## config.mk

```make
export PLATFORM = sky130hd
export DESIGN_NAME = ssq_seq_io
export DESIGN_NICKNAME = d
export VERILOG_FILES = /design/src/hw/ssq_pkg.sv /design/src/hw/ssq_func_if.sv /design/src/hw/ssq_term_decode.sv /design/src/hw/ssq_seq_io.sv
export VERILOG_INCLUDE_DIRS = /design/src /design/src/hw
export SDC_FILE = /design/constraint.sdc
export NUM_CORES = 1
export LEC_CHECK = 0
export BUFFER_PORTS_ARGS = -buffer_cell sky130_fd_sc_hd__buf_2
export CAP_MARGIN = 20
export CORE_AREA = 2 2 198 200
export CTS_CLUSTER_SIZE = 40
export DETAILED_ROUTE_END_ITERATION = 6
export DIE_AREA = 0 0 200 202
export SKIP_LAST_GASP = 1
export SLEW_MARGIN = 20
export SYNTH_ARGS = -nofsm -noshare
export SYNTH_HDL_FRONTEND = slang
export SYNTH_SLANG_ARGS = --single-unit
export TNS_END_PERCENT = 50
```

## constraint.sdc

```tcl
create_clock -name clk_i -period 2.7 [get_ports clk_i]
set_input_delay 0.405 -clock clk_i [delete_from_list [all_inputs] [get_ports clk_i]]
set_output_delay 0.405 -clock clk_i [all_outputs]
set_load 0.02 [all_outputs]
```

## src/hw/ssq_cfg.svh

```systemverilog
// Purpose: constants for the servo sequence I/O block
// Assumes: included by every file of the block except the package
// Notes: offsets are byte addresses on a 32-bit classic bus
`ifndef SSQ_CFG_SVH
`define SSQ_CFG_SVH

// ==========================================================================
// terminal counts
`define SSQ_N_IN 8
`define SSQ_N_OUT 4

// ==========================================================================
// function codes (input side)
`define SSQ_FC_EMG 8'h0A
`define SSQ_FC_COAST 8'h36
`define SSQ_FC_SEL0 8'h39
`define SSQ_FC_SEL1 8'h3A
`define SSQ_FC_FCD 8'h52
`define SSQ_FC_DCLR 8'h53
`define SSQ_FC_ACLR 8'h54

// function codes (output side)
`define SSQ_FC_RDY 8'h01
`define SSQ_FC_CRDY 8'h1C

// ==========================================================================
// anti-resonance frequency unit is 0.1 Hz; 300.0 Hz means suppression off
`define SSQ_AR_OFF 16'h0BB8

// ==========================================================================
// register byte offsets
`define SSQ_REG_IN_LO 8'h00
`define SSQ_REG_IN_HI 8'h04
`define SSQ_REG_OUT 8'h08
`define SSQ_REG_CFG 8'h0C
`define SSQ_REG_AR0 8'h10
`define SSQ_REG_AR3 8'h1C
`define SSQ_REG_STAT 8'h20

// reset values
`define SSQ_RST_CODE 8'h00
`define SSQ_RST_AR 32'h0000_0BB8

// field positions
`define SSQ_CFG_FULL 0
`define SSQ_ST_COAST 0
`define SSQ_ST_SEL 1
`define SSQ_ST_SEMI 3
`define SSQ_ST_RDY 4
`define SSQ_ST_CRDY 5
`define SSQ_ST_SUPP 6
`define SSQ_ST_EMG 7

`endif

```

## src/hw/ssq_pkg.sv

```systemverilog
// Purpose: shared types of the servo sequence I/O block
// Assumes: nothing
// Notes: constants live in ssq_cfg.svh
package ssq_pkg;
    // control loop closing point
    typedef enum logic {
        SSQ_LOOP_FULL = 1'b0,
        SSQ_LOOP_SEMI = 1'b1
    } ssq_loop_t;

    // terminal function code
    typedef logic [7:0] ssq_code_t;

    // one anti-resonance set as stored in its register
    typedef struct packed {
        logic [15:0] inertia;
        logic [15:0] freq;
    } ssq_ar_t;
endpackage : ssq_pkg

```

## src/hw/ssq_func_if.sv

```systemverilog
// Purpose: carries terminal codes down and decoded functions back up
// Assumes: ssq_pkg compiled first
// Notes: decoded levels are combinational from synchronised terminals
`timescale 1ns/1ps
`include "ssq_cfg.svh"
interface ssq_func_if;
    import ssq_pkg::*;
    ssq_code_t code [`SSQ_N_IN];
    logic coast;
    logic [1:0] sel;
    logic fcd;
    logic dclr_rise;
    logic aclr;
    logic emergency_stop_input;

    modport dec (input code, output coast, sel, fcd, dclr_rise, aclr, emergency_stop_input);
    modport core (output code, input coast, sel, fcd, dclr_rise, aclr, emergency_stop_input);
endinterface : ssq_func_if

```

## src/hw/ssq_term_decode.sv

```systemverilog
// Purpose: synchronise input terminals and decode their function codes
// Assumes: codes are stable registers of the parent
// Notes: a function on several terminals is the OR of them
`timescale 1ns/1ps
`include "ssq_cfg.svh"
module ssq_term_decode
    import ssq_pkg::*;
(
    // clock and reset
    input wire logic clk_i,
    input wire logic rst_i,
    // raw terminals
    input wire logic [`SSQ_N_IN-1:0] term_i,
    // decoded functions
    ssq_func_if.dec fn
);
    // ======================================================================
    // synchroniser and edge history
    logic [`SSQ_N_IN-1:0] sync1_ff, sync2_ff, nxt_sync1, nxt_sync2;
    logic dclr_prev_ff, nxt_dclr_prev;
    logic [`SSQ_N_IN-1:0] m_emg, m_coast, m_sel0, m_sel1, m_fcd, m_dclr, m_aclr;
    logic dclr_lvl;

    // first stage is read only by the second stage
    always_comb begin
        nxt_sync1 = term_i;
        nxt_sync2 = sync1_ff;
        nxt_dclr_prev = dclr_lvl;
    end

    always_ff @(posedge clk_i) begin
        if (rst_i) begin
            sync1_ff <= '0;
            sync2_ff <= '0;
            dclr_prev_ff <= 1'b0;
        end else begin
            sync1_ff <= nxt_sync1;
            sync2_ff <= nxt_sync2;
            dclr_prev_ff <= nxt_dclr_prev;
        end
    end

    // ======================================================================
    // per-terminal code match
    for (genvar t = 0; t < `SSQ_N_IN; t++) begin : g_match
        assign m_emg[t] = (fn.code[t] == `SSQ_FC_EMG);
        assign m_coast[t] = (fn.code[t] == `SSQ_FC_COAST);
        assign m_sel0[t] = (fn.code[t] == `SSQ_FC_SEL0);
        assign m_sel1[t] = (fn.code[t] == `SSQ_FC_SEL1);
        assign m_fcd[t] = (fn.code[t] == `SSQ_FC_FCD);
        assign m_dclr[t] = (fn.code[t] == `SSQ_FC_DCLR);
        assign m_aclr[t] = (fn.code[t] == `SSQ_FC_ACLR);
    end

    // unassigned functions fall to zero, except the stop input
    assign fn.coast = |(m_coast & sync2_ff);
    assign fn.sel = {|(m_sel1 & sync2_ff), |(m_sel0 & sync2_ff)};
    assign fn.fcd = |(m_fcd & sync2_ff);
    assign fn.aclr = |(m_aclr & sync2_ff);
    assign fn.emergency_stop_input = (|m_emg) ? |(m_emg & sync2_ff) : 1'b1;
    assign dclr_lvl = |(m_dclr & sync2_ff);
    // off-to-on transition only
    assign fn.dclr_rise = dclr_lvl & ~dclr_prev_ff;
endmodule : ssq_term_decode

```

## src/hw/ssq_seq_io.sv

```systemverilog
// Purpose: sequence I/O functions of a servo amplifier with register access
// Assumes: status inputs are synchronous to clk_i
// Notes: classic single-cycle slave, one wait-free ack per request
//
// The register addresses and the Wishbone slave port are this design's own decisions.
`timescale 1ns/1ps
`include "ssq_cfg.svh"

// Overview of operation
// - coast request stops motor drive and overrides every other command.
// - coast acts the same in every control state; pulses are not reconciled.
// - code 54 terminal is coast request; unassigned means never asserted.
// - two select bits pick one of four anti-resonance sets.
// - codes 57 and 58 assign select bits 0 and 1; unassigned reads off.
// - with no select assigned, set 0 is always applied.
// - frequency of 300.0 Hz disables suppression for that set.
// - full-closed disable acts only when configured; it falls back to semi-closed.
// - disable change accepted anytime; loop switches only while positioning complete.
// - code 82 assigns full-closed disable; unassigned reads off.
// - rising deviation-clear edge zeroes external-versus-motor deviation, only when full-closed is configured.
// - code 83 assigns deviation clear; unassigned reads off.
// - accumulated-pulse clear zeroes command, feedback and external counters.
// - code 84 assigns accumulated-pulse clear; unassigned reads off.
// - servo-on ready needs stop input on, no fault, control ready, both enables.
// - output terminal with code 1 shows servo-on ready.
// - control ready (code 28) needs stop on, no fault, enables, cpu and mains.
// - edge functions fire on the off-to-on transition.
// - unassigned emergency stop reads as on, meaning not stopped.
module ssq_seq_io
    import ssq_pkg::*;
(
    // clock and reset
    input wire logic clk_i,
    input wire logic rst_i,
    // wishbone slave
    input wire logic wb_cyc_i,
    input wire logic wb_stb_i,
    input wire logic wb_we_i,
    input wire logic [7:0] wb_adr_i,
    input wire logic [3:0] wb_sel_i,
    input wire logic [31:0] wb_dat_i,
    output logic [31:0] wb_dat_o,
    output logic wb_ack_o,
    // sequence terminals
    input wire logic [`SSQ_N_IN-1:0] term_i,
    output logic [`SSQ_N_OUT-1:0] out_term_o,
    // amplifier status
    input wire logic fault_flag_i,
    input wire logic safe_enable_a_i,
    input wire logic safe_enable_b_i,
    input wire logic cpu_ok_i,
    input wire logic mains_ok_i,
    input wire logic in_position_i,
    // control outputs
    output logic drive_enable_o,
    output logic [15:0] antires_freq_o,
    output logic [15:0] antires_inertia_o,
    output logic suppress_en_o,
    output logic semi_closed_o,
    output logic dev_clear_o,
    output logic acc_clear_cmd_o,
    output logic acc_clear_fb_o,
    output logic acc_clear_ext_o
);
    // ======================================================================
    // decoder
    ssq_func_if fn_if ();

    ssq_term_decode u_dec (
        .clk_i(clk_i),
        .rst_i(rst_i),
        .term_i(term_i),
        .fn(fn_if)
    );

    // ======================================================================
    // register file
    ssq_code_t in_code_ff [`SSQ_N_IN];
    ssq_code_t nxt_in_code [`SSQ_N_IN];
    ssq_code_t out_code_ff [`SSQ_N_OUT];
    ssq_code_t nxt_out_code [`SSQ_N_OUT];
    ssq_ar_t ar_ff [4];
    ssq_ar_t nxt_ar [4];
    logic cfg_full_ff, nxt_cfg_full;
    logic ack_ff, nxt_ack;
    logic [31:0] rdat_ff, nxt_rdat;
    logic [7:0] status;

    assign fn_if.code = in_code_ff;

    // merge byte lanes of a write into an old word
    function automatic logic [31:0] lane_merge(input logic [31:0] old_w,
                                               input logic [31:0] new_w,
                                               input logic [3:0] sel);
        logic [31:0] res;
        res = old_w;
        for (int b = 0; b < 4; b++) begin
            if (sel[b]) begin
                res[8*b +: 8] = new_w[8*b +: 8];
            end
        end
        return res;
    endfunction : lane_merge

    // address decode; one cycle per access, unmapped reads zero
    always_comb begin
        nxt_in_code = in_code_ff;
        nxt_out_code = out_code_ff;
        nxt_ar = ar_ff;
        nxt_cfg_full = cfg_full_ff;
        nxt_ack = 1'b0;
        nxt_rdat = rdat_ff;
        if (wb_cyc_i && wb_stb_i && !ack_ff) begin
            nxt_ack = 1'b1;
            nxt_rdat = 32'h0000_0000;
            if (wb_adr_i == `SSQ_REG_IN_LO) begin
                nxt_rdat = {in_code_ff[3], in_code_ff[2], in_code_ff[1], in_code_ff[0]};
                for (int b = 0; b < 4; b++) begin
                    if (wb_we_i && wb_sel_i[b]) begin
                        nxt_in_code[b] = wb_dat_i[8*b +: 8];
                    end
                end
            end else if (wb_adr_i == `SSQ_REG_IN_HI) begin
                nxt_rdat = {in_code_ff[7], in_code_ff[6], in_code_ff[5], in_code_ff[4]};
                for (int b = 0; b < 4; b++) begin
                    if (wb_we_i && wb_sel_i[b]) begin
                        nxt_in_code[b+4] = wb_dat_i[8*b +: 8];
                    end
                end
            end else if (wb_adr_i == `SSQ_REG_OUT) begin
                nxt_rdat = {out_code_ff[3], out_code_ff[2], out_code_ff[1], out_code_ff[0]};
                for (int b = 0; b < 4; b++) begin
                    if (wb_we_i && wb_sel_i[b]) begin
                        nxt_out_code[b] = wb_dat_i[8*b +: 8];
                    end
                end
            end else if (wb_adr_i == `SSQ_REG_CFG) begin
                nxt_rdat[`SSQ_CFG_FULL] = cfg_full_ff;
                if (wb_we_i && wb_sel_i[0]) begin
                    nxt_cfg_full = wb_dat_i[`SSQ_CFG_FULL];
                end
            end else if (wb_adr_i >= `SSQ_REG_AR0 && wb_adr_i <= `SSQ_REG_AR3
                         && wb_adr_i[1:0] == 2'b00) begin
                nxt_rdat = ar_ff[wb_adr_i[3:2]];
                if (wb_we_i) begin
                    nxt_ar[wb_adr_i[3:2]] = lane_merge(ar_ff[wb_adr_i[3:2]], wb_dat_i,
                                                       wb_sel_i);
                end
            end else if (wb_adr_i == `SSQ_REG_STAT) begin
                nxt_rdat = {24'h00_0000, status};
            end
        end
    end

    always_ff @(posedge clk_i) begin
        if (rst_i) begin
            for (int i = 0; i < `SSQ_N_IN; i++) begin
                in_code_ff[i] <= `SSQ_RST_CODE;
            end
            for (int i = 0; i < `SSQ_N_OUT; i++) begin
                out_code_ff[i] <= `SSQ_RST_CODE;
            end
            for (int i = 0; i < 4; i++) begin
                ar_ff[i] <= `SSQ_RST_AR;
            end
            cfg_full_ff <= 1'b0;
            ack_ff <= 1'b0;
            rdat_ff <= 32'h0000_0000;
        end else begin
            in_code_ff <= nxt_in_code;
            out_code_ff <= nxt_out_code;
            ar_ff <= nxt_ar;
            cfg_full_ff <= nxt_cfg_full;
            ack_ff <= nxt_ack;
            rdat_ff <= nxt_rdat;
        end
    end

    assign wb_ack_o = ack_ff;
    assign wb_dat_o = rdat_ff;

    // ======================================================================
    // function state
    logic coast_ff, nxt_coast;
    logic drive_ff, nxt_drive;
    logic [1:0] sel_ff, nxt_sel;
    ssq_loop_t loop_ff, nxt_loop;
    ssq_loop_t loop_target;
    logic rdy_ff, nxt_rdy;
    logic crdy_ff, nxt_crdy;
    logic dclr_ff, nxt_dclr;
    logic aclr_ff, nxt_aclr;
    logic [15:0] freq_ff, nxt_freq;
    logic [15:0] inertia_ff, nxt_inertia;
    logic supp_ff, nxt_supp;
    logic [`SSQ_N_OUT-1:0] oterm_ff, nxt_oterm;
    ssq_ar_t ar_pick;

    // disable only means something when the full-closed system is configured
    assign loop_target = (cfg_full_ff && !fn_if.fcd) ? SSQ_LOOP_FULL : SSQ_LOOP_SEMI;
    assign ar_pick = ar_ff[fn_if.sel];

    // next values; no control-mode input, so coast is mode-blind by design
    always_comb begin
        nxt_coast = fn_if.coast;
        // drive enable kept in its own flop so the pin has no logic behind it
        nxt_drive = !fn_if.coast;
        nxt_sel = fn_if.sel;
        nxt_freq = ar_pick.freq;
        nxt_inertia = ar_pick.inertia;
        nxt_supp = (ar_pick.freq != `SSQ_AR_OFF);
        nxt_loop = loop_ff;
        // switching mid-move could jolt the axis, so wait for in-position
        if (in_position_i && loop_target != loop_ff) begin
            nxt_loop = loop_target;
        end
        nxt_dclr = fn_if.dclr_rise && cfg_full_ff;
        nxt_aclr = fn_if.aclr;
        nxt_crdy = fn_if.emergency_stop_input && !fault_flag_i && safe_enable_a_i && safe_enable_b_i
                   && cpu_ok_i && mains_ok_i;
        nxt_rdy = fn_if.emergency_stop_input && !fault_flag_i && nxt_crdy
                  && safe_enable_a_i && safe_enable_b_i;
    end

    // output terminal mapping, one lane per terminal
    for (genvar k = 0; k < `SSQ_N_OUT; k++) begin : g_oterm
        assign nxt_oterm[k] = (out_code_ff[k] == `SSQ_FC_RDY) ? nxt_rdy :
                              (out_code_ff[k] == `SSQ_FC_CRDY) ? nxt_crdy : 1'b0;
    end

    always_ff @(posedge clk_i) begin
        if (rst_i) begin
            coast_ff <= 1'b0;
            drive_ff <= 1'b1;
            sel_ff <= 2'h0;
            loop_ff <= SSQ_LOOP_SEMI;
            rdy_ff <= 1'b0;
            crdy_ff <= 1'b0;
            dclr_ff <= 1'b0;
            aclr_ff <= 1'b0;
            freq_ff <= `SSQ_AR_OFF;
            inertia_ff <= 16'h0000;
            supp_ff <= 1'b0;
            oterm_ff <= '0;
        end else begin
            coast_ff <= nxt_coast;
            drive_ff <= nxt_drive;
            sel_ff <= nxt_sel;
            loop_ff <= nxt_loop;
            rdy_ff <= nxt_rdy;
            crdy_ff <= nxt_crdy;
            dclr_ff <= nxt_dclr;
            aclr_ff <= nxt_aclr;
            freq_ff <= nxt_freq;
            inertia_ff <= nxt_inertia;
            supp_ff <= nxt_supp;
            oterm_ff <= nxt_oterm;
        end
    end

    // ======================================================================
    // outputs and status
    assign drive_enable_o = drive_ff;
    assign antires_freq_o = freq_ff;
    assign antires_inertia_o = inertia_ff;
    assign suppress_en_o = supp_ff;
    assign semi_closed_o = (loop_ff == SSQ_LOOP_SEMI);
    assign dev_clear_o = dclr_ff;
    assign acc_clear_cmd_o = aclr_ff;
    assign acc_clear_fb_o = aclr_ff;
    assign acc_clear_ext_o = aclr_ff;
    assign out_term_o = oterm_ff;

    assign status = {fn_if.emergency_stop_input, supp_ff, crdy_ff, rdy_ff, semi_closed_o, sel_ff, coast_ff};

    ssq_ar_t ar_pick_q;
    always_ff @(posedge clk_i) begin
        ar_pick_q <= ar_pick;
    end
endmodule : ssq_seq_io

```

==> out/metrics.yaml <==
run_status:
  status: "complete, but fails checks"
  failed_checks: "setup timing"
setup_path:
  end_kind: "flip-flop"
  reg2reg_depth: 8
  r2r_start: "fn_if.code[7]"
  startpoint_type: "flip-flop"
  critical_path_class: "flip-flop to flip-flop"
  worstPathRequired_ns: 3.10
  worstPathMaxFanout: 6
  r2r_slack_ns: -0.30
  r2r_end: "suppress_en_o"
  cp.arrival_ns: 3.40
place:
  placed_cells: 2202
  pre_cts_ws_ns: -0.361
  routabilityCongestion: 0.933
  io_buffer_count: 138
  hpwlAfterDp_mm: 33.6
detailed_routing:
  wire_per_inst_um: 20.6
  drc: 0
  avgViaCountPerCell: 5.61
  antenna_left: 0
  drtPass1Iterations: 7
  drt_iter0_markers: 997
  routed_wl_mm: 46.7
  via_count: 12700
clock_network:
  cts_setup_buffers: 0
  cts_tree: "built"
  cts-hold-fix-buffers: 0
  cts-buffers-inserted: 36
  clkLatencyLatePin_ns: 0.53
  clk_path_buf_depth: 3
  htree_num_levels: 2
  cts.sinks: 321
  cts_root_buffer: "clkbuf_16"
  clk_pin_slew_ns: 0.06
logic_synthesis:
  synthTopCellsByArea: "dfxtp_1 45%, mux2i_1 12%, nor2_1 7.1%"
  ys_ff_latch: 321
  synth_edf_count: 0
  ys_async_sr_fraction_pct: 0
  synth_ff_type: "dfxtp_1"
  synth_most_common_cell: "dfxtp_1"
  avgSynthCellArea_um2: 9.65
  syn_inst: 1487
  synth.yosys.warnings: 0
  ys_seq_area_share_pct: 44.8
  synth_top_area_share_pct: 44.8
  synthTopCellsByCount: "321 x dfxtp_1, 273 x nor2_1, 172 x mux2i_1"
  yosysTopAreaCell: "dfxtp_1"
  synth_cell_types: 57
  synth_area_mm2: 0.0144
  synth_nets: 1550
grt:
  grt_pass1_wl_mm: 72.3
  grt_max_degree: 135
  overflow: 0
  grt_pass1_vias: 12200
  antenna_found_initial: 0
  grt.total_usage_pct: 23.0
die:
  die_h_um: 202
  initial_utilization_pct: 37.5
  row_count: 72
  io_pins: 139
  dieArea_mm2: 0.0404
  die_w_um: 200
  core_mm2: 0.0383
sta:
  setup_violations: 1
  fin_skew_ns: 0.0153
  min_period_ns: 3.00
  max_slew_margin_pct: 40.5
  fin_crit_sh_pct: 111
  max_freq_ghz: 0.334
  hold_viol: 0
  tightestPinTransition_ns: 0.887
  report.final.slew_viol_count: 0
  rsz0062_at_grt: "yes"
  fin_ws_ns: -0.295
hold_path:
  min_from: "term_i[7]"
  hold_path.class: "primary input to flip-flop"
  hold_depth: 2
  min_to: "u_dec.nxt_sync2[7]"
flow_run:
  cap_violations: 0
layout:
  fill_cells: 3623
  multi_input_area_mm2: 0.00753
  final_cells: 2265
  syn_to_final_growth_pct: 25.2
  antennaDiodeCount: 0
  seq_area_mm2: 0.00643
  drive_gt1_share_pct: 25.1
  final_nets: 1785
  utilization_pct: 46.9
pwr:
  p_leak_nw: 7.14
  cellPowerDensity_mw_per_mm2: 568
  vdd_drop_max_v: 0.000292
==> logic make-up after synthesis <==
group | after synthesis | synth area share, %
AOI/OAI and AO/OA | 281 | 15.1
and+or+nand+nor | 552 | 18.8
buffers and inverters | 116 | 3.29
muxes | 217 | 18.1
DFF | 321 | 44.8
==> worst max-delay path by stage <==
stage | from | endpoint | slack, ns | cells past startpoint
final | fn_if.code[7] | suppress_en_o | -0.30 | 8
after global routing | fn_if.code[7] | suppress_en_o | -0.34 | 8
after CTS | fn_if.code[7] | suppress_en_o | -0.30 | 8
after detailed placement | fn_if.code[7] | suppress_en_o | -0.36 | 8
after global placement | fn_if.code[7] | suppress_en_o | -0.33 | 8
after floorplan | fn_if.code[7] | suppress_en_o | -0.12 | 8
==> power breakdown <==
| group | internal, W | leakage [nW] | switching (W) |
|---|---|---|---|
| Sequential | 0.00477 | 2.59 | 0.0000190 |
| Combinational | 0.000172 | 3.95 | 0.000354 |
| Clock | 0.00290 | 0.593 | 0.00199 |
==> final cells by class <==
cell class	count	area share, %
Clock buffer	51	6.06
Clock inverter	12	0.529
Inverter	6	0.125
Multi-Input combinational cell	1050	41.9
Sequential cell	321	35.8
Tap cell	518	3.61
Timing Repair Buffer	307	12.0
==> stage by stage <==
step | hold WS, ns | setup TNS, ns | total power [W] | instance area, µm²
after floorplan | 0.414 | -0.228 | 0.00518 | 14400
after global placement | 0.444 | -0.326 | 0.00542 | 16700
after detailed placement | 0.426 | -0.361 | 0.00542 | 16700
after CTS | 0.0822 | -0.302 | 0.0103 | 17900
after global routing | 0.0920 | -0.380 | 0.0105 | 18000
final | 0.0945 | -0.295 | 0.0102 | 18000
==> placed cells by master (no fill, tap or decap), types with 5 or more instances in the layout <==
master and instances:
dfxtp_1 320, nor2_1 271, a221o_1 26, o211ai_1 30, nor3_1 39, nand2b_1 5, nor4_1 9, and4b_1 5
and2_1 5, buf_2 137, mux4_2 32, mux2i_1 172, clkbuf_8 12, nor2b_1 44, nand4b_1 7, a211oi_1 135
inv_1 5, o21ai_0 17, nand2_1 66, a221oi_1 26, nand3_1 24, clkbuf_16 37, mux2_2 12, a311oi_1 6
buf_4 153, clkinv_2 8, nand4_1 14, a21oi_1 19, buf_12 15, a222oi_1 7, or2_2 6, nor4b_1 9
nand3b_1 5
==> critical path, cell delays in order (launching register included) <==
cell     delay [ns]
dfxtp_2        0.34
or4b_4         0.54
or4b_4         0.52
o41ai_4        0.09
nor4_4         0.08
buf_12         0.15
mux2_2         0.28
or4b_4         0.55
o41a_1         0.32
==> sequential cells by signal (all words and copies together), names as in the netlist, 2 cells and up <==
signal             flops
u_dec.sync2_ff         8
fn_if.code            64
out_code_ff           32
ar_ff                128
antires_inertia_o     16
wb_dat_o              32
antires_freq_o        16
sel_ff                 2
u_dec.nxt_sync2        8
out_term_o             4
==> layer usage <==
layer | up-vias | wire, µm | track usage [%]
li1 | 6012 | - | -
met1 | 6207 | 21500 | 32.7
met2 | 411 | 21300 | 36.4
met3 | 77 | 2780 | 3.37
met4 | 0 | 1140 | 6.59
met5 | - | 0 | 0
==> timing repair <==
| action | CTS | global route |
|---|---|---|
| gates resized for setup | 5 | 3 |
| endpoints found under the setup margin | 3 | 5 |
| pin swaps | 0 | 1 |
Power figures use the tool's default switching activity.
